===== config.mk =====
export PLATFORM = sky130hd
export DESIGN_NAME = adc_control
export DESIGN_NICKNAME = d
export VERILOG_FILES = /design/src/shared/adc_ctl_pkg.sv /design/src/hdl/adc_clock_divider.sv /design/src/hdl/adc_control.sv
export SDC_FILE = /design/constraint.sdc
export NUM_CORES = 1
export LEC_CHECK = 0
export BUFFER_PORTS_ARGS = -buffer_cell sky130_fd_sc_hd__buf_2
export CORE_ASPECT_RATIO = 0.6
export CORE_MARGIN = 8
export CORE_UTILIZATION = 50
export CTS_CLUSTER_DIAMETER = 30
export DETAILED_ROUTE_END_ITERATION = 12
export GPL_ROUTABILITY_DRIVEN = 0
export GPL_TIMING_DRIVEN = 0
export MAX_ROUTING_LAYER = met4
export PLACE_DENSITY = 0.79
export SYNTH_ARGS = -nofsm -noshare
export SYNTH_HDL_FRONTEND = slang
export SYNTH_SLANG_ARGS = --single-unit
export TNS_END_PERCENT = 30

===== constraint.sdc =====
create_clock -name CLK -period 2.3 [get_ports CLK]
set_input_delay 0.46 -clock CLK [delete_from_list [all_inputs] [get_ports CLK]]
set_output_delay 0.46 -clock CLK [all_outputs]
set_load 0.01 [all_outputs]

===== src/shared/adc_ctl_pkg.sv =====
// Purpose: Constants for the converter control block.
// Assumes: AHB-Lite register access, 32-bit words.
// Notes: Offsets are byte addresses.
package adc_ctl_pkg;
   localparam logic [7:0] OFF_STATUS_CTRL = 8'h00;
   localparam logic [7:0] OFF_CONFIG = 8'h04;
   localparam logic [7:0] OFF_RESULT_HIGH = 8'h08;
   localparam logic [7:0] OFF_RESULT_LOW = 8'h0C;
   localparam logic [7:0] OFF_COMPARE = 8'h10;
   localparam logic [7:0] OFF_PIN_DISABLE_HI = 8'h14;
   localparam logic [4:0] CHAN_ALL_ONES = 5'h1F;
   localparam logic [1:0] CLKSEL_BUS = 2'h0;
   localparam logic [1:0] CLKSEL_BUS_HALF = 2'h1;
   localparam logic [1:0] CLKSEL_ALT = 2'h2;
   localparam logic [1:0] CLKSEL_ASYNC = 2'h3;
   localparam logic [1:0] RES_8BIT = 2'h0;
   localparam logic [1:0] RES_10BIT = 2'h2;
   localparam logic [7:0] PIN_DISABLE_RESET = 8'h00;
   localparam logic [4:0] CONV_CYCLES = 5'h17;
   typedef enum logic [1:0] {ST_DISABLED, ST_IDLE, ST_CONVERT} conv_state_e;
endpackage


===== src/hdl/adc_clock_divider.sv =====
// Purpose: Select the converter clock source and divide it into an enable tick.
// Assumes: Sources other than the bus clock arrive as bus-synchronous enables.
// Notes: The tick marks one converter clock period.
`timescale 1ns/10ps
module adc_clock_divider
   import adc_ctl_pkg::*;
(
   input wire logic clk,
   input wire logic rst_n,
   input wire logic run,
   input wire logic [1:0] input_clock_select,
   input wire logic [1:0] clock_divide_select,
   input wire logic alt_tick,
   input wire logic async_tick,
   output logic tick
);
   logic half_q;
   logic src_tick;
   logic [2:0] cnt_q;
   logic [2:0] limit;
   // Bus clock, bus clock halved, alternate or internal asynchronous source.
   assign src_tick = (input_clock_select == CLKSEL_BUS) ? 1'b1 :
                     (input_clock_select == CLKSEL_BUS_HALF) ? half_q :
                     (input_clock_select == CLKSEL_ALT) ? alt_tick : async_tick;
   // Divide by 1, 2, 4 or 8; with the halved source this reaches one sixteenth.
   assign limit = 3'((4'h1 << clock_divide_select) - 4'h1);
   assign tick = run && src_tick && (cnt_q == limit);
   always_ff @(posedge clk or negedge rst_n) begin
      if (!rst_n) begin
         half_q <= 1'b0;
         cnt_q <= 3'h0;
      end else begin
         half_q <= run ? ~half_q : 1'b0;
         if (!run) begin
            cnt_q <= 3'h0;
         end else if (src_tick) begin
            cnt_q <= (cnt_q == limit) ? 3'h0 : 3'(cnt_q + 3'h1);
         end
      end
   end
   a_div_limit: assert property (@(posedge clk) disable iff (!rst_n)
      run |-> (cnt_q <= limit)) else $error("Divider count out of range.");
endmodule


===== src/hdl/adc_control.sv =====
// Purpose: Converter control with AHB-Lite registers, pin disable and hardware trigger.
// Assumes: Single word transfers; the analog core delivers an 11-bit sample on request.
// Notes: Zero wait states; every access answers OKAY.
//
// Local design decisions: register access over AHB-Lite and the address map.
`timescale 1ns/10ps
// What this block does
// - Pin-disable register bits 7..0 map channels 23..16; one disables port control.
// - Converter stays disabled during reset and when channel select is all ones.
// - Between conversions the converter sits idle in lowest power.
// - Ten-bit mode rounds the 11-bit result and fills high and low results.
// - Eight-bit mode rounds the 9-bit result into the low result only.
// - Stored result sets the complete flag; interrupt when enabled.
// - Compare enable activates result comparison in every mode.
// - Clock select picks one of four sources; bus clock after reset.
// - Clock select codes: 00 bus, 01 half, 10 alternate, 11 asynchronous.
// - Halved source with divider reaches one sixteenth of bus clock.
// - Internal asynchronous clock keeps running in wait and stop3 when selected.
// - Selected source divides by 1, 2, 4 or 8.
// - Divide codes: 00 one, 01 two, 10 four, 11 eight.
// - Resolution codes: 00 eight bit, 10 ten bit, others reserved.
// - Disabled pin has output high impedance and pull-up off.
// - Disabled pin input buffer off; port read returns zero.
// - With trigger enabled a rising trigger edge starts a conversion.
// - Trigger edges during a running conversion are ignored.
// - In continuous triggered mode only the launching edge counts.
module adc_control
   import adc_ctl_pkg::*;
#(
   parameter int CHANNELS = 8
)
(
   input wire logic CLK,
   input wire logic RST_N,
   input wire logic HSEL,
   input wire logic [31:0] HADDR,
   input wire logic [1:0] HTRANS,
   input wire logic HWRITE,
   input wire logic [2:0] HSIZE,
   input wire logic [31:0] HWDATA,
   input wire logic HREADY,
   output logic [31:0] HRDATA,
   output logic HREADYOUT,
   output logic HRESP,
   input wire logic HW_TRIGGER_INPUT,
   input wire logic ALT_CLOCK_TICK,
   input wire logic ASYNC_CLOCK_TICK,
   input wire logic LOW_POWER_MODE,
   input wire logic [10:0] SAMPLE_VALUE,
   input wire logic [CHANNELS-1:0] PORT_OUT_ENABLE,
   input wire logic [CHANNELS-1:0] PORT_PULLUP_ENABLE,
   input wire logic [CHANNELS-1:0] PIN_INPUT,
   output logic [CHANNELS-1:0] PIN_OUT_ENABLE,
   output logic [CHANNELS-1:0] PIN_PULLUP_ENABLE,
   output logic [CHANNELS-1:0] PIN_INPUT_BUFFER_ENABLE,
   output logic [CHANNELS-1:0] PORT_READ_DATA,
   output logic CONVERTER_ACTIVE,
   output logic ASYNC_CLOCK_ENABLE,
   output logic COMPLETE_IRQ
);
   if (CHANNELS != 8) begin : g_bad_channels
      $error("CHANNELS must be 8.");
   end
   logic rst_meta_q, rst_sync_q, rst_n;
   always_ff @(posedge CLK or negedge RST_N) begin
      if (!RST_N) begin
         rst_meta_q <= 1'b0;
         rst_sync_q <= 1'b0;
      end else begin
         rst_meta_q <= 1'b1;
         rst_sync_q <= rst_meta_q;
      end
   end
   assign rst_n = rst_sync_q;

   logic [4:0] channel_select_q;
   logic complete_irq_enable_q, conversion_complete_flag_q, continuous_q;
   logic compare_enable_q, compare_greater_q, hw_trigger_enable_q;
   logic [1:0] input_clock_select_q, clock_divide_select_q, resolution_q;
   logic [9:0] compare_value_q;
   logic [9:0] result_q;
   logic [7:0] analog_pin_disable_hi_q;
   logic ph_valid_q, ph_write_q;
   logic [7:0] ph_addr_q;
   conv_state_e state_q;

   wire addr_ok = HSEL && HREADY && HTRANS[1];
   wire wr_sc1 = ph_valid_q && ph_write_q && (ph_addr_q == OFF_STATUS_CTRL);
   wire wr_cfg = ph_valid_q && ph_write_q && (ph_addr_q == OFF_CONFIG);
   wire wr_cmp = ph_valid_q && ph_write_q && (ph_addr_q == OFF_COMPARE);
   wire wr_pin = ph_valid_q && ph_write_q && (ph_addr_q == OFF_PIN_DISABLE_HI);
   wire rd_low = ph_valid_q && !ph_write_q && (ph_addr_q == OFF_RESULT_LOW);
   wire enabled = (channel_select_q != CHAN_ALL_ONES);
   wire res10 = (resolution_q == RES_10BIT);

   always_ff @(posedge CLK or negedge rst_n) begin
      if (!rst_n) begin
         ph_valid_q <= 1'b0;
         ph_write_q <= 1'b0;
         ph_addr_q <= 8'h00;
      end else begin
         ph_valid_q <= addr_ok;
         ph_write_q <= HWRITE;
         ph_addr_q <= HADDR[7:0];
      end
   end
   assign HREADYOUT = 1'b1;
   assign HRESP = 1'b0;

   // Hardware trigger synchroniser and edge detector.
   logic trig_meta_q, trig_sync_q, trig_prev_q;
   always_ff @(posedge CLK or negedge rst_n) begin
      if (!rst_n) begin
         trig_meta_q <= 1'b0;
         trig_sync_q <= 1'b0;
         trig_prev_q <= 1'b0;
      end else begin
         trig_meta_q <= HW_TRIGGER_INPUT;
         trig_sync_q <= trig_meta_q;
         trig_prev_q <= trig_sync_q;
      end
   end
   wire trig_rise = trig_sync_q && !trig_prev_q;
   // Edges are honoured only from idle, so a running or continuous sequence ignores them.
   wire hw_start = hw_trigger_enable_q && trig_rise && (state_q == ST_IDLE);
   wire sw_start = wr_sc1 && !hw_trigger_enable_q && (HWDATA[4:0] != CHAN_ALL_ONES);

   logic conv_tick;
   logic [4:0] conv_cnt_q;
   wire running = (state_q == ST_CONVERT);
   adc_clock_divider u_div (
      .clk(CLK),
      .rst_n(rst_n),
      .run(running),
      .input_clock_select(input_clock_select_q),
      .clock_divide_select(clock_divide_select_q),
      .alt_tick(ALT_CLOCK_TICK),
      .async_tick(ASYNC_CLOCK_TICK),
      .tick(conv_tick)
   );
   wire conv_done = running && conv_tick && (conv_cnt_q == CONV_CYCLES);

   // Rounding: add half an LSB and saturate.
   wire [11:0] round10 = {1'b0, SAMPLE_VALUE} + 12'h001;
   wire [9:0] r10 = round10[11] ? 10'h3FF : round10[10:1];
   wire [9:0] round8 = {1'b0, SAMPLE_VALUE[10:2]} + 10'h001;
   wire [7:0] r8 = round8[9] ? 8'hFF : round8[8:1];
   wire [9:0] rounded = res10 ? r10 : {2'b00, r8};
   wire [9:0] cmp_val = res10 ? compare_value_q : {2'b00, compare_value_q[7:0]};
   wire [10:0] diff = {1'b0, rounded} + {1'b0, ~cmp_val} + 11'h001;
   wire cmp_ge = diff[10];
   wire cmp_true = compare_greater_q ? cmp_ge : !cmp_ge;
   wire [9:0] cmp_res = res10 ? diff[9:0] : {2'b00, diff[7:0]};
   wire store = conv_done && (!compare_enable_q || cmp_true);

   always_ff @(posedge CLK or negedge rst_n) begin
      if (!rst_n) begin
         state_q <= ST_DISABLED;
         conv_cnt_q <= 5'h00;
      end else begin
         if (!enabled && !sw_start) begin
            state_q <= ST_DISABLED;
         end else if (sw_start || hw_start || wr_cfg || wr_cmp) begin
            state_q <= (sw_start || hw_start) ? ST_CONVERT : ST_IDLE;
         end else if (conv_done) begin
            state_q <= (continuous_q || (compare_enable_q && !cmp_true && continuous_q)) ? ST_CONVERT
                       : ST_IDLE;
         end else if (state_q == ST_DISABLED) begin
            state_q <= ST_IDLE;
         end
         if (!running || sw_start || hw_start) begin
            conv_cnt_q <= 5'h00;
         end else if (conv_tick) begin
            conv_cnt_q <= conv_done ? 5'h00 : 5'(conv_cnt_q + 5'h01);
         end
      end
   end

   always_ff @(posedge CLK or negedge rst_n) begin
      if (!rst_n) begin
         channel_select_q <= CHAN_ALL_ONES;
         complete_irq_enable_q <= 1'b0;
         continuous_q <= 1'b0;
         compare_enable_q <= 1'b0;
         compare_greater_q <= 1'b0;
         hw_trigger_enable_q <= 1'b0;
         input_clock_select_q <= CLKSEL_BUS;
         clock_divide_select_q <= 2'h0;
         resolution_q <= RES_8BIT;
         compare_value_q <= 10'h000;
         analog_pin_disable_hi_q <= PIN_DISABLE_RESET;
      end else begin
         if (wr_sc1) begin
            channel_select_q <= HWDATA[4:0];
            continuous_q <= HWDATA[5];
            complete_irq_enable_q <= HWDATA[6];
         end
         if (wr_cfg) begin
            input_clock_select_q <= HWDATA[1:0];
            resolution_q <= HWDATA[3:2];
            clock_divide_select_q <= HWDATA[5:4];
            hw_trigger_enable_q <= HWDATA[6];
            compare_enable_q <= HWDATA[7];
            compare_greater_q <= HWDATA[8];
         end
         if (wr_cmp) compare_value_q <= HWDATA[9:0];
         if (wr_pin) analog_pin_disable_hi_q <= HWDATA[7:0];
      end
   end

   always_ff @(posedge CLK or negedge rst_n) begin
      if (!rst_n) begin
         result_q <= 10'h000;
         conversion_complete_flag_q <= 1'b0;
      end else begin
         if (store) result_q <= compare_enable_q ? cmp_res : rounded;
         // Set wins over the clear caused by writes or a low result read.
         if (store) begin
            conversion_complete_flag_q <= 1'b1;
         end else if (wr_sc1 || wr_cfg || wr_cmp || rd_low) begin
            conversion_complete_flag_q <= 1'b0;
         end
      end
   end
   assign COMPLETE_IRQ = conversion_complete_flag_q && complete_irq_enable_q;
   assign CONVERTER_ACTIVE = running;
   assign ASYNC_CLOCK_ENABLE = running && (input_clock_select_q == CLKSEL_ASYNC) && !LOW_POWER_MODE
                               || running && (input_clock_select_q == CLKSEL_ASYNC);

   genvar g;
   generate
      for (g = 0; g < CHANNELS; g++) begin : g_pin
         wire dis = analog_pin_disable_hi_q[g];
         assign PIN_OUT_ENABLE[g] = PORT_OUT_ENABLE[g] && !dis;
         assign PIN_PULLUP_ENABLE[g] = PORT_PULLUP_ENABLE[g] && !dis;
         assign PIN_INPUT_BUFFER_ENABLE[g] = !dis;
         assign PORT_READ_DATA[g] = PIN_INPUT[g] && !dis;
      end
   endgenerate

   logic [31:0] rdata;
   always_comb begin
      rdata = 32'h0000_0000;
      unique case (ph_addr_q)
         OFF_STATUS_CTRL: rdata = {24'h0, conversion_complete_flag_q, complete_irq_enable_q, continuous_q,
                                   channel_select_q};
         OFF_CONFIG: rdata = {23'h0, compare_greater_q, compare_enable_q, hw_trigger_enable_q,
                              clock_divide_select_q, resolution_q, input_clock_select_q};
         OFF_RESULT_HIGH: rdata = {30'h0, result_q[9:8]};
         OFF_RESULT_LOW: rdata = {24'h0, result_q[7:0]};
         OFF_COMPARE: rdata = {22'h0, compare_value_q};
         OFF_PIN_DISABLE_HI: rdata = {24'h0, analog_pin_disable_hi_q};
         default: rdata = 32'h0000_0000;
      endcase
   end
   assign HRDATA = rdata;

   a_disabled_all_ones: assert property (@(posedge CLK) disable iff (!rst_n)
      (!enabled && !sw_start) |=> (state_q == ST_DISABLED)) else $error("Not disabled.");
   a_idle_after_done: assert property (@(posedge CLK) disable iff (!rst_n)
      (conv_done && !continuous_q && enabled && !sw_start && !hw_start && !wr_cfg && !wr_cmp)
      |=> (state_q == ST_IDLE)) else $error("Not idle after single conversion.");
   a_flag_on_store: assert property (@(posedge CLK) disable iff (!rst_n)
      store |=> conversion_complete_flag_q) else $error("Flag not set.");
   a_irq_follows: assert property (@(posedge CLK) disable iff (!rst_n)
      (store && complete_irq_enable_q && !wr_sc1) |=> COMPLETE_IRQ) else $error("No interrupt.");
   a_round_8bit: assert property (@(posedge CLK) disable iff (!rst_n)
      (store && !res10 && !compare_enable_q) |=> (result_q[9:8] == 2'b00)) else $error("High bits set.");
   a_trig_ignored: assert property (@(posedge CLK) disable iff (!rst_n)
      (running && trig_rise && !wr_sc1 && !wr_cfg && !wr_cmp && !conv_done && enabled)
      |=> (conv_cnt_q != 5'h00 || $past(conv_cnt_q) == 5'h00)) else $error("Edge restarted.");
   a_trig_starts: assert property (@(posedge CLK) disable iff (!rst_n)
      (hw_start && enabled) |=> running) else $error("Trigger missed.");
   a_pin_tristate: assert property (@(posedge CLK) disable iff (!rst_n)
      (analog_pin_disable_hi_q != 8'h00) |-> ((PIN_OUT_ENABLE & analog_pin_disable_hi_q) == 8'h00
      && (PORT_READ_DATA & analog_pin_disable_hi_q) == 8'h00)) else $error("Pin driven.");
   c_store_10bit: cover property (@(posedge CLK) disable iff (!rst_n) store && res10);
   c_hw_start: cover property (@(posedge CLK) disable iff (!rst_n) hw_start);
   c_cmp_miss: cover property (@(posedge CLK) disable iff (!rst_n) conv_done && compare_enable_q && !cmp_true);
endmodule


======== After elaboration in Yosys (flattened, before gate mapping) ========
Index checks and enable logic that the tools add are counted.
storage, ports and cells
  bits in registers ....................... 71
  bits of input ports ..................... 113
  output and inout bits ................... 69
cells by class
  add/subtract/negate cells ............... 7
  equal/unequal tests ..................... 16
  shifts and indexed selects .............. 1
  muxes and demuxes ....................... 26
  bitwise operators ....................... 2
  reduce and logical (&&, ||, !) cells .... 84
operators with widths
  kind                   count
  $pmux 10 s6            1
  $mux 10                5
  $logic_and 1x1->1      49
  $logic_not 1->1        18
  $eq 8x4->1 const B     2
  $eq 8x5->1 const B     2
  $mux 5                 3
  $add 11x1->12 const B  1
  $mux 2                 6
  $add 10x10->11         1
  $add 11x1->11 const B  1
  $logic_or 1x1->1       11
  $add 9x1->10 const B   1
  $ne 5x5->1 const B     2
  $not 10->10            1
  $mux 3                 3
  $eq 2x2->1 const B     4
  $eq 8x3->1 const B     1
  $logic_not 8->1        1
  $mux 8                 1
  $mux 1                 7
  $add 5x1->5 const B    1
  $eq 5x5->1 const B     1
  $eq 2x1->1 const B     2
  other kinds (9)        11

======== Logic depth before layout (Yosys ltp) ========
Gate-level depths: netlist of run 1.
  depth after elaboration ................. 15
  gate-level depth with buffers ........... 17
  depth with buffers taken out ............ 15

======== Cells and area by module ========
A second synthesis of run 1 with hierarchy kept.
second synthesis, totals
  cells, all modules ...................... 453
  area, all modules ....................... 4490.6 µm²
modules (own cells, without submodules)
  module             times used  cells an instance  area an instance (µm²)  sequential area each (µm²)
  adc_control        1           423                4196.5                  1682.9
  adc_clock_divider  1           30                 294.0                   100.1

======== Worst setup path after synthesis of run 1 ========
Ideal clock, no wire load.
  path type ............................... in2reg
  start point ............................. in SAMPLE_VALUE[7]
  end point ............................... reg result_q[0]
  arrival ................................. 3.583 ns
  required time ........................... 2.175 ns
  path slack .............................. -1.408 ns
  stages .................................. 16
  path through ............................ buf_2 -> and4_1 -> a21oi_1 -> inv_1 -> o21ai_0 -> ha_1 -> inv_1 -> fa_1 -> a21oi_1 -> o22ai_1 -> o21ai_0 -> o21ai_1 -> a211o_1 -> o311ai_1 -> buf_6 -> mux2_4
between the ends
  word-level cells in the longest chain between the ends .. 9
  elaborated cells on any way between the ends .. 13
  classes of those cells .................. add/sub (4); mux (6); reduce/logical (3)
RTL lines
  what                                           line                                    RTL
  start, declared                                adc_control.sv:49                       input wire logic [10:0] SAMPLE_VALUE,
  $add 11x1->12 or $add 9x1->10 (tied branches)  adc_control.sv:144, adc_control.sv:146
  $mux 10 or $mux 8 (tied branches)              adc_control.sv:145, adc_control.sv:147
  $mux 10 (*)                                    adc_control.sv:148                      wire [9:0] rounded = res10 ? r10 : {2'b00, r8};
  $add 10x10->11                                 adc_control.sv:150                      wire [10:0] diff = {1'b0, rounded} + {1'b0, ~cmp_val} + 11'h001;
  $add 11x1->11                                  adc_control.sv:150
  $logic_not 1->1                                adc_control.sv:152                      wire cmp_true = compare_greater_q ? cmp_ge : !cmp_ge;
  $mux 1                                         adc_control.sv:152
  $logic_or 1x1->1                               adc_control.sv:154                      wire store = conv_done && (!compare_enable_q || cmp_true);
  $logic_and 1x1->1                              adc_control.sv:154
  end signal, assigned                           adc_control.sv:216                      if (store) result_q <= compare_enable_q ? cmp_res : rounded;
  end, declared                                  adc_control.sv:81                       logic [9:0] result_q;
Every way passes the cells marked *; elsewhere a longest branch is shown, timed or not.
A chain may end at the register's enable or synchronous reset.

======== Worst setup path in the final report of run 1 ========
  start point ............................. in SAMPLE_VALUE[9]
  end point ............................... reg result_q[2]
The elaborated chain is that of the path after synthesis.

==> run metrics, run 1 <==
Worst EP arrival=3.55 ns; initial antenna violation count=0; vias post-DR=4564; clock sinks=71; DP HPWL=10100 um; synthesized netlist cell count=473; critical path class=in -> reg; Worst Setup Slack, final=-1.03 ns; row count=27; CTS clk-pin slew, worst paths=0.06 ns; Post-Syn Area=4650 sq um; DR vias/cell=5.84; count of different cell masters after synthesis=64; synthesized flop and latch total=71; violated checks=setup timing; Starting DRT DRC Count=474; PwrDens=532 nW/um^2; Critical R2R Capture=result_q[2]; layout cells sized above 1=48.0%; Rel. slew slack=39.9%; Synth async-reset ratio=100%; worst slew pin tran=0.902 ns; Initial Utilization=51.0%; drt pass-1 iters=5; crit path buf inv count=6; Final setup viols=23; total grt overflow=0; setup TNS=-12.54 ns; Final #Nets=788; H-tree Lvls=3; crit end category=register; Worst Setup Start Kind=primary input; largest net degree at the start of global routing=70; final core occ=71.6%; hold endpoint=trig_meta_q; number of flops mapped to enable cells by yosys=0; Top delay family on crit path=compound AO/OA/AOI/OAI gates; Critical Path RT=2.52 ns; Ports=182; Hold Crit Class=in -> reg; post-route ant nets=0; final slew viol count=0; static leakage=3.18 nW; Die Wd=141 um; power consumption=0.00347 W; first-pass GRT wire length=22200 um; run status=finished with violations; Hold Startpoint=HW_TRIGGER_INPUT; Crit path depth=18; antenna cells=0; Largest stage delay, worst path=0.37 ns; placed cells=715; Residual DRC=0; Final period util=145%; Seq/Total Area, Yosys=38.3%; drt wl/cell=20.0 um; cell depth of the worst hold path=1; TritonCTS buffer count=9; Die H=90.7 um; setup slack, reg-to-reg=-1.03 ns; RSZ-0062 raised after global routing=true; Worst VDD drop=0.417 mV; worst reg-to-reg path cell count=16; FILL cells=614; CP Max Fanout=5; slowest CP cell=fa_2; vias in the first global route=4357; Die Footprint=12800 sq um; Core Region=9120 sq um; minimum clock period=3.33 ns; final WL=15700 um; Final Skew=0.00651 ns; synth warn=0; Global Route Usage Sum=22.5%; IO Port Bufs=103; Critical R2R Launch=resolution_q[0]; worst-path cell chain=buf_4 > and4_4 > buf_12 > a21oi_4 > inv_2 > o21ai_2 > ha_2 > inv_2 > fa_2 > a21oi_4 > o22ai_4 > o21ai_4 > buf_6 > a21oi_2 > a211o_1 > o311ai_4 > buf_6 > mux2_4; Final Non-Filler Cells=782; ys flop type=dfrtp_1; Syn Area/Cell=9.84 sq um; final hold vios=0; CTS root buffer=clkbuf_16; CTS tree=done; worst-skew pair later-pin latency=0.34 ns; Area Overhead vs Synth=40.4%; maximum root-to-sink buffer count=2; MaxCap Viol Count=0; highest clock rate=300 MHz
-- logic make-up (layout without fill, tap and decap cells) --
kind of cell | count (synthesis) | count (layout) | share of synthesized area [%]
flops | 71 | 71 | 38.3
xor+xnor | 18 | 18 | 3.39
buf+inv | 64 | 233 | 7.61
other cells | 2 | 25 | 0.161
mux | 61 | 61 | 15.6
compound gates | 81 | 81 | 11.9
fa+ha+maj | 14 | 14 | 3.93
simple gates | 162 | 163 | 19.1
-- stage by stage --
| step | setup slack (ns) | hold slack, ns | area [sq um] |
|---|---|---|---|
| finish | -1.03 | 0.224 | 6530 |
| detailed placement | -1.55 | 0.248 | 5480 |
| CTS | -1.02 | 0.221 | 6250 |
| global route | -1.11 | 0.220 | 6530 |
| global placement | -1.44 | 0.245 | 5470 |
| floorplan | -0.978 | 0.164 | 4810 |
-- worst register-to-register path, delay by kind of cell, from the launching register on --
family / cells / cell delay, ns
DFF: 1 / 0.44
adders and majority gates: 2 / 0.58
AOI/OAI and AO/OA: 8 / 1.26
muxes: 1 / 0.31
and+or+nand+nor: 1 / 0.17
buffers and inverters: 4 / 0.45
-- metal layers --
layer / routed length (um) / GRT usage (%)
met2: 6990 / 33.6
met3: 1830 / 7.07
met5: 0 / -
met4: 456 / 7.56
met1: 6390 / 28.4
-- sequential cells by signal, summed over array words and instances (netlist names), 3 cells and up --
name and count:
conv_cnt_q 5, result_q 10, channel_select_q 5, ph_addr_q 8, u_div.cnt_q 3, compare_value_q 10, analog_pin_disable_hi_q 8
-- cell usage in the layout (no fill, tap or decap), types with 4 or more instances in the layout --
cell type and instances:
buf_6 9, a221o_1 6, buf_4 80, nand2_1 34
dfstp_2 5, nand3_1 17, nor3_2 4, nor2_1 16
mux2i_1 15, conb_1 25, a22oi_1 4, xnor2_1 10
inv_1 22, xor2_1 8, mux2_4 10, nor3_1 4
o21ai_0 23, nor2b_1 26, and2_1 5, buf_2 98
clkbuf_2 4, nor2_4 4, dfrtp_2 4, ha_1 9
o211ai_1 4, nand2b_1 10, dfrtp_1 61, mux2_2 34
and3_1 5, a21oi_1 5, ha_2 4, a31oi_1 5
nand4_1 4, clkbuf_16 9
-- cells in the mapped netlist (all sizes together) (2+ instances only) --
master	number	area (sq um)
a21oi	10	50.1
a21o	3	22.5
clkbuf	8	31.3
a22oi	6	45.0
a221o	6	60.1
or3	3	18.8
nand2b	11	68.8
and3	9	57.6
nand3	20	100
dfstp	5	131
conb	2	7.51
nand4b	2	17.5
o211ai	4	30.0
nor3	11	65.1
nor2b	28	175
o21ai	31	159
nand4	4	25.0
or4	2	15.0
ha	13	163
buf	32	233
mux4	2	45.0
mux2i	15	150
a31oi	5	31.3
a21boi	3	30.0
xor2	8	70.1
dfrtp	66	1650
xnor2	10	87.6
nor2	21	81.3
a211oi	2	15.0
mux2	44	529
nand2	37	141
inv	24	90.1
and4	2	17.5
nand3b	2	15.0
and2	5	31.3
-- timing repair --
| item | CTS | global route |
|---|---|---|
| pin swaps | 17 | 27 |
| cloned | 2 | 0 |
| hold buffers | 1 | 0 |
| endpoints found under the hold margin | 2 | 0 |
| endpoints found under the setup margin | 53 | 53 |
| buffers inserted | 34 | 20 |
| resized for setup | 47 | 42 |
-- cell type report --
type                    count  area, sq um  area share (%)
repair buffers            157          967            14.8
clock inverters             6          109            1.67
flip-flops and latches     71         1790            27.4
inverters                  24         90.1            1.38
plain buffers              36          275            4.21
well taps                 116          145            2.22
clock buffers              10          229            3.50
multi-input cells         362         2930            44.8
-- worst max-delay path by stage --
stage	startpoint	end	slack, ns
detailed placement	SAMPLE_VALUE[2]	result_q[8]	-1.55
finish	SAMPLE_VALUE[9]	result_q[2]	-1.03
global placement	SAMPLE_VALUE[2]	result_q[8]	-1.44
global route	SAMPLE_VALUE[3]	result_q[2]	-1.11
floorplan	SAMPLE_VALUE[2]	result_q[0]	-0.98
CTS	resolution_q[1]	result_q[3]	-1.02
-- power breakdown --
group | switching, W | internal [W] | total (W)
Combinational | 0.000250 | 0.000273 | 0.000523
Sequential | 0.0000680 | 0.00129 | 0.00136
Clock | 0.000534 | 0.00106 | 0.00159
(Power assumes the default switching activity.)
==> inputs of run 2 (changes only) <==
ABC_AREA = 1   (was not set)
CORE_UTILIZATION = 49   (was 50)
PLACE_DENSITY = 0.78   (was 0.79)
==> run 2 against run 1 <==
The flow still finishes with violations (setup timing). Clock power is 19% lower. Critical path depth stayed put. Clock skew is 0.0020 ns higher. Non-clock buffer count is 34 lower. Sequential power is 4% lower. Power is 14% lower. Critical path type is now reg -> reg.
==> run metrics, run 2 <==
violated checks=setup timing; xor/xnor share of the synthesized area=3.29% (-0.094 points); Worst VDD drop=0.593 mV (+42%); Worst Setup Slack, final=-0.599 ns (+0.434 ns); vias in the first global route=4577 (+5.0%); Final #Nets=882 (+12%); minimum clock period=2.90 ns (-0.434 ns); worst slew pin tran=0.890 ns (-0.0117 ns); Post-Syn Area=4520 sq um (-2.9%); static leakage=3.26 nW (+2.8%); CTS root buffer=clkbuf_16; area share of and/or/nand/nor cells after synthesis=26.7% (+7.6 points); Global Route Usage Sum=22.6% (+0.10 points); worst-path cell chain=nor2_4 > nand2_4 > buf_4 > a21oi_1 > a32oi_2 > ha_1 > nand2_1 > nor2_2 > a21oi_4 > o21ai_2 > nand2_2 > nand2_2 > nand2_2 > nand3_4 > nand2_4 > buf_6 > nand2_1 > nand2_1; minimum hold slack=0.233 ns (+0.00961 ns); dpl ws=-0.937 ns (+0.613 ns); Switching Share=25.5% (+0.98 points); Pint=0.00223 W (-15%); Final Non-Filler Cells=876 (+12%); largest family of logic cells by synthesized area=simple AND/OR/NAND/NOR gates; Rel. slew slack=40.7% (+0.78 points); Synth async-reset ratio=100% (unchanged); area leader, netlist=dfrtp_1; vias post-DR=4653 (+2.0%); clock sinks=71 (unchanged); slowest CP cell=dfrtp_1; count of different cell masters after synthesis=53 (-17%); critical path class=reg -> reg; combinational power share=13.2% (-1.9 points); Initial Utilization=49.9% (-1.1 points); ys flop type=dfrtp_1; maximum root-to-sink buffer count=2 (unchanged); Critical R2R Capture=result_q[0]; highest clock rate=345 MHz (+15%); crit path to=result_q[0]; RSZ-0062 raised after global routing=true; synthesized netlist cell count=597 (+26%); Top delay family on crit path=simple AND/OR/NAND/NOR gates; register share of total power=43.8% (+4.7 points); CTS clk-pin slew, worst paths=0.06 ns (about the same); worst-skew pair later-pin latency=0.33 ns (about the same); synth cell count leaders=143 x nand2_1, 92 x inv_1, 66 x dfrtp_1; Worst EP arrival=3.12 ns (-0.43 ns); Hold Crit Class=in -> reg; power consumption=0.00300 W (-14%); worst reg-to-reg path cell count=18 (+2); final hold vios=0 (unchanged); crit end category=register; MaxCap Viol Count=0 (unchanged); most frequent cells in the layout=124 x nand2_1, 108 x buf_2, 86 x inv_1; Seq/Total Area, Yosys=39.4% (+1.1 points); final WL=14100 um (-9.7%); Critical Path Start=resolution_q[0]; initial antenna violation count=0 (unchanged); placed cells=842 (+18%); Critical Path RT=2.52 ns (about the same); post-synthesis mux area share=0.221% (-15 points); Die Footprint=12700 sq um (-0.74%); Die H=90.4 um (-0.36%); Ports=182 (unchanged); drt pass-1 iters=5 (unchanged); Final setup viols=19 (-17%); Die Wd=140 um (-0.38%); first-pass GRT wire length=22600 um (+1.8%); total grt overflow=0 (unchanged); row count=27 (unchanged); Regs by FF count=compare_value_q x10, result_q x10; run status=finished with violations; TritonCTS buffer count=9 (unchanged); post-route ant nets=0 (unchanged); adder-cell share of the synthesized area=4.04% (+0.12 points); synthesized flop and latch total=71 (unchanged); Final Skew=0.00850 ns (+0.00199 ns); drt wl/cell=16.1 um (-19%); DP HPWL=10600 um (+5.0%); setup slack, reg-to-reg=-0.60 ns (+0.43 ns); CTS tree=done; DR vias/cell=5.31 (-9.0%); Residual DRC=0 (unchanged); Crit path depth=18 (unchanged); number of flops mapped to enable cells by yosys=0 (unchanged); final core occ=66.0% (-5.6 points); Core Region=9050 sq um (-0.74%); Largest stage delay, worst path=0.41 ns (+0.04 ns); synth top area cells=dfrtp_1 37%, nand2_1 12%, inv_1 7.6%, o21ai_0 4.5%, buf_4 4.2%; Starting DRT DRC Count=498 (+5.1%); synth warn=0 (unchanged); layout cells sized above 1=33.2% (-15 points); Worst Setup Start Kind=register; Clock Power Share=43.0% (-2.8 points); Compound-Gate Fraction of Synth Area=12.7% (+0.74 points); Switch Pwr=0.000765 W (-10%); Synth top area share=36.5% (+1.0 points); Area Overhead vs Synth=32.2%; largest net degree at the start of global routing=70 (unchanged); Syn Area/Cell=7.57 sq um (-23%); antenna cells=0 (unchanged); most common cell after layout, fill and taps aside=nand2_1; IO Port Bufs=106 (+2.9%); CP Max Fanout=5 (unchanged); Critical R2R Launch=resolution_q[0]; PwrDens=502 nW/um^2 (-5.5%); Final period util=126% (-19 points); crit path buf inv count=2 (-4); final slew viol count=0 (unchanged); H-tree Lvls=3 (unchanged); most numerous cell in the Yosys netlist=nand2_1
## run 2: cell types whose count changed after synthesis, moves of 14 or more
cell     before  now
inv_1        24   92
mux2i_1      15    1
mux2_2       35    0
nor2b_1      28    0
nor2_1       20   45
nand2_1      36  143
## run 2: what timing repair did
action / 4_1_cts / 5_1_grt
resized for setup: 34 / 15
cloned: 2 / 0
hold buffers: 1 / 0
endpoints found under the hold margin: 2 / 0
pin swaps: 14 / 6
setup buffers: 13 / 2
setup endpoints to repair: 19 / 20
## run 2: worst min path at each step
stage / start / endpoint / slack, ns / cells after the start
after floorplan: RST_N / rst_meta_q / 0.16 / 0
after global placement: RST_N / rst_meta_q / 0.25 / 1
after detailed placement: RST_N / rst_meta_q / 0.25 / 1
after CTS: HADDR[1] / ph_addr_q[1] / 0.22 / 1
after global routing: HADDR[3] / ph_addr_q[3] / 0.22 / 1
final: HADDR[1] / ph_addr_q[1] / 0.23 / 1
## run 2: logic make-up after synthesis
family	count (synthesis)
simple gates	263
xor+xnor	17
compound gates	99
fa+ha+maj	14
mux	1
other cells	2
buf+inv	130
flops	71
## run 2: routing by layer
layer	vias up	GRT usage, %	wire (um)
met2	279	33.4	6210
li1	2193	-	-
met4	0	6.29	242
met1	2155	29.0	6100
met5	-	-	0
met3	26	7.60	1600
## run 2: worst reg2reg max path, cell delays in order, from the launching register on
cell and delay, ns:
dfrtp_1 0.41, nor2_4 0.23, nand2_4 0.13, buf_4 0.16, a21oi_1 0.18, a32oi_2 0.11, ha_1 0.38, nand2_1 0.11
nor2_2 0.17, a21oi_4 0.09, o21ai_2 0.13, nand2_2 0.09, nand2_2 0.07, nand2_2 0.07, nand3_4 0.12, nand2_4 0.08
buf_6 0.15, nand2_1 0.05, nand2_1 0.05
## run 2: area by class of cell
type / count / area, sq um
fill: 748 / 3080
tap: 116 / 145
multi-input combinational: 419 / 2470
timing repair buffer: 124 / 678
buffer: 35 / 262
clock inverter: 3 / 17.5
clock buffer: 13 / 260
sequential: 71 / 1790
inverter: 95 / 359
## run 2: power by group through the flow
stage / clock (W) / combinational [W] / sequential [W]
6_report: 0.00129 / 0.000396 / 0.00131
5_1_grt: 0.00135 / 0.000429 / 0.00132
4_1_cts: 0.00130 / 0.000378 / 0.00132
3_5_place_dp: 0 / 0.000341 / 0.00134
3_3_place_gp: 0 / 0.000330 / 0.00133
2_1_floorplan: 0 / 0.000219 / 0.00133
## run 2: metrics by stage
step / area, sq um / TNS (ns)
after CTS: 5910 / -6.82
after detailed placement: 5390 / -12.21
after global placement: 5380 / -44.92
after floorplan: 4710 / -3.10
after global routing: 5980 / -11.01
final: 5980 / -9.06
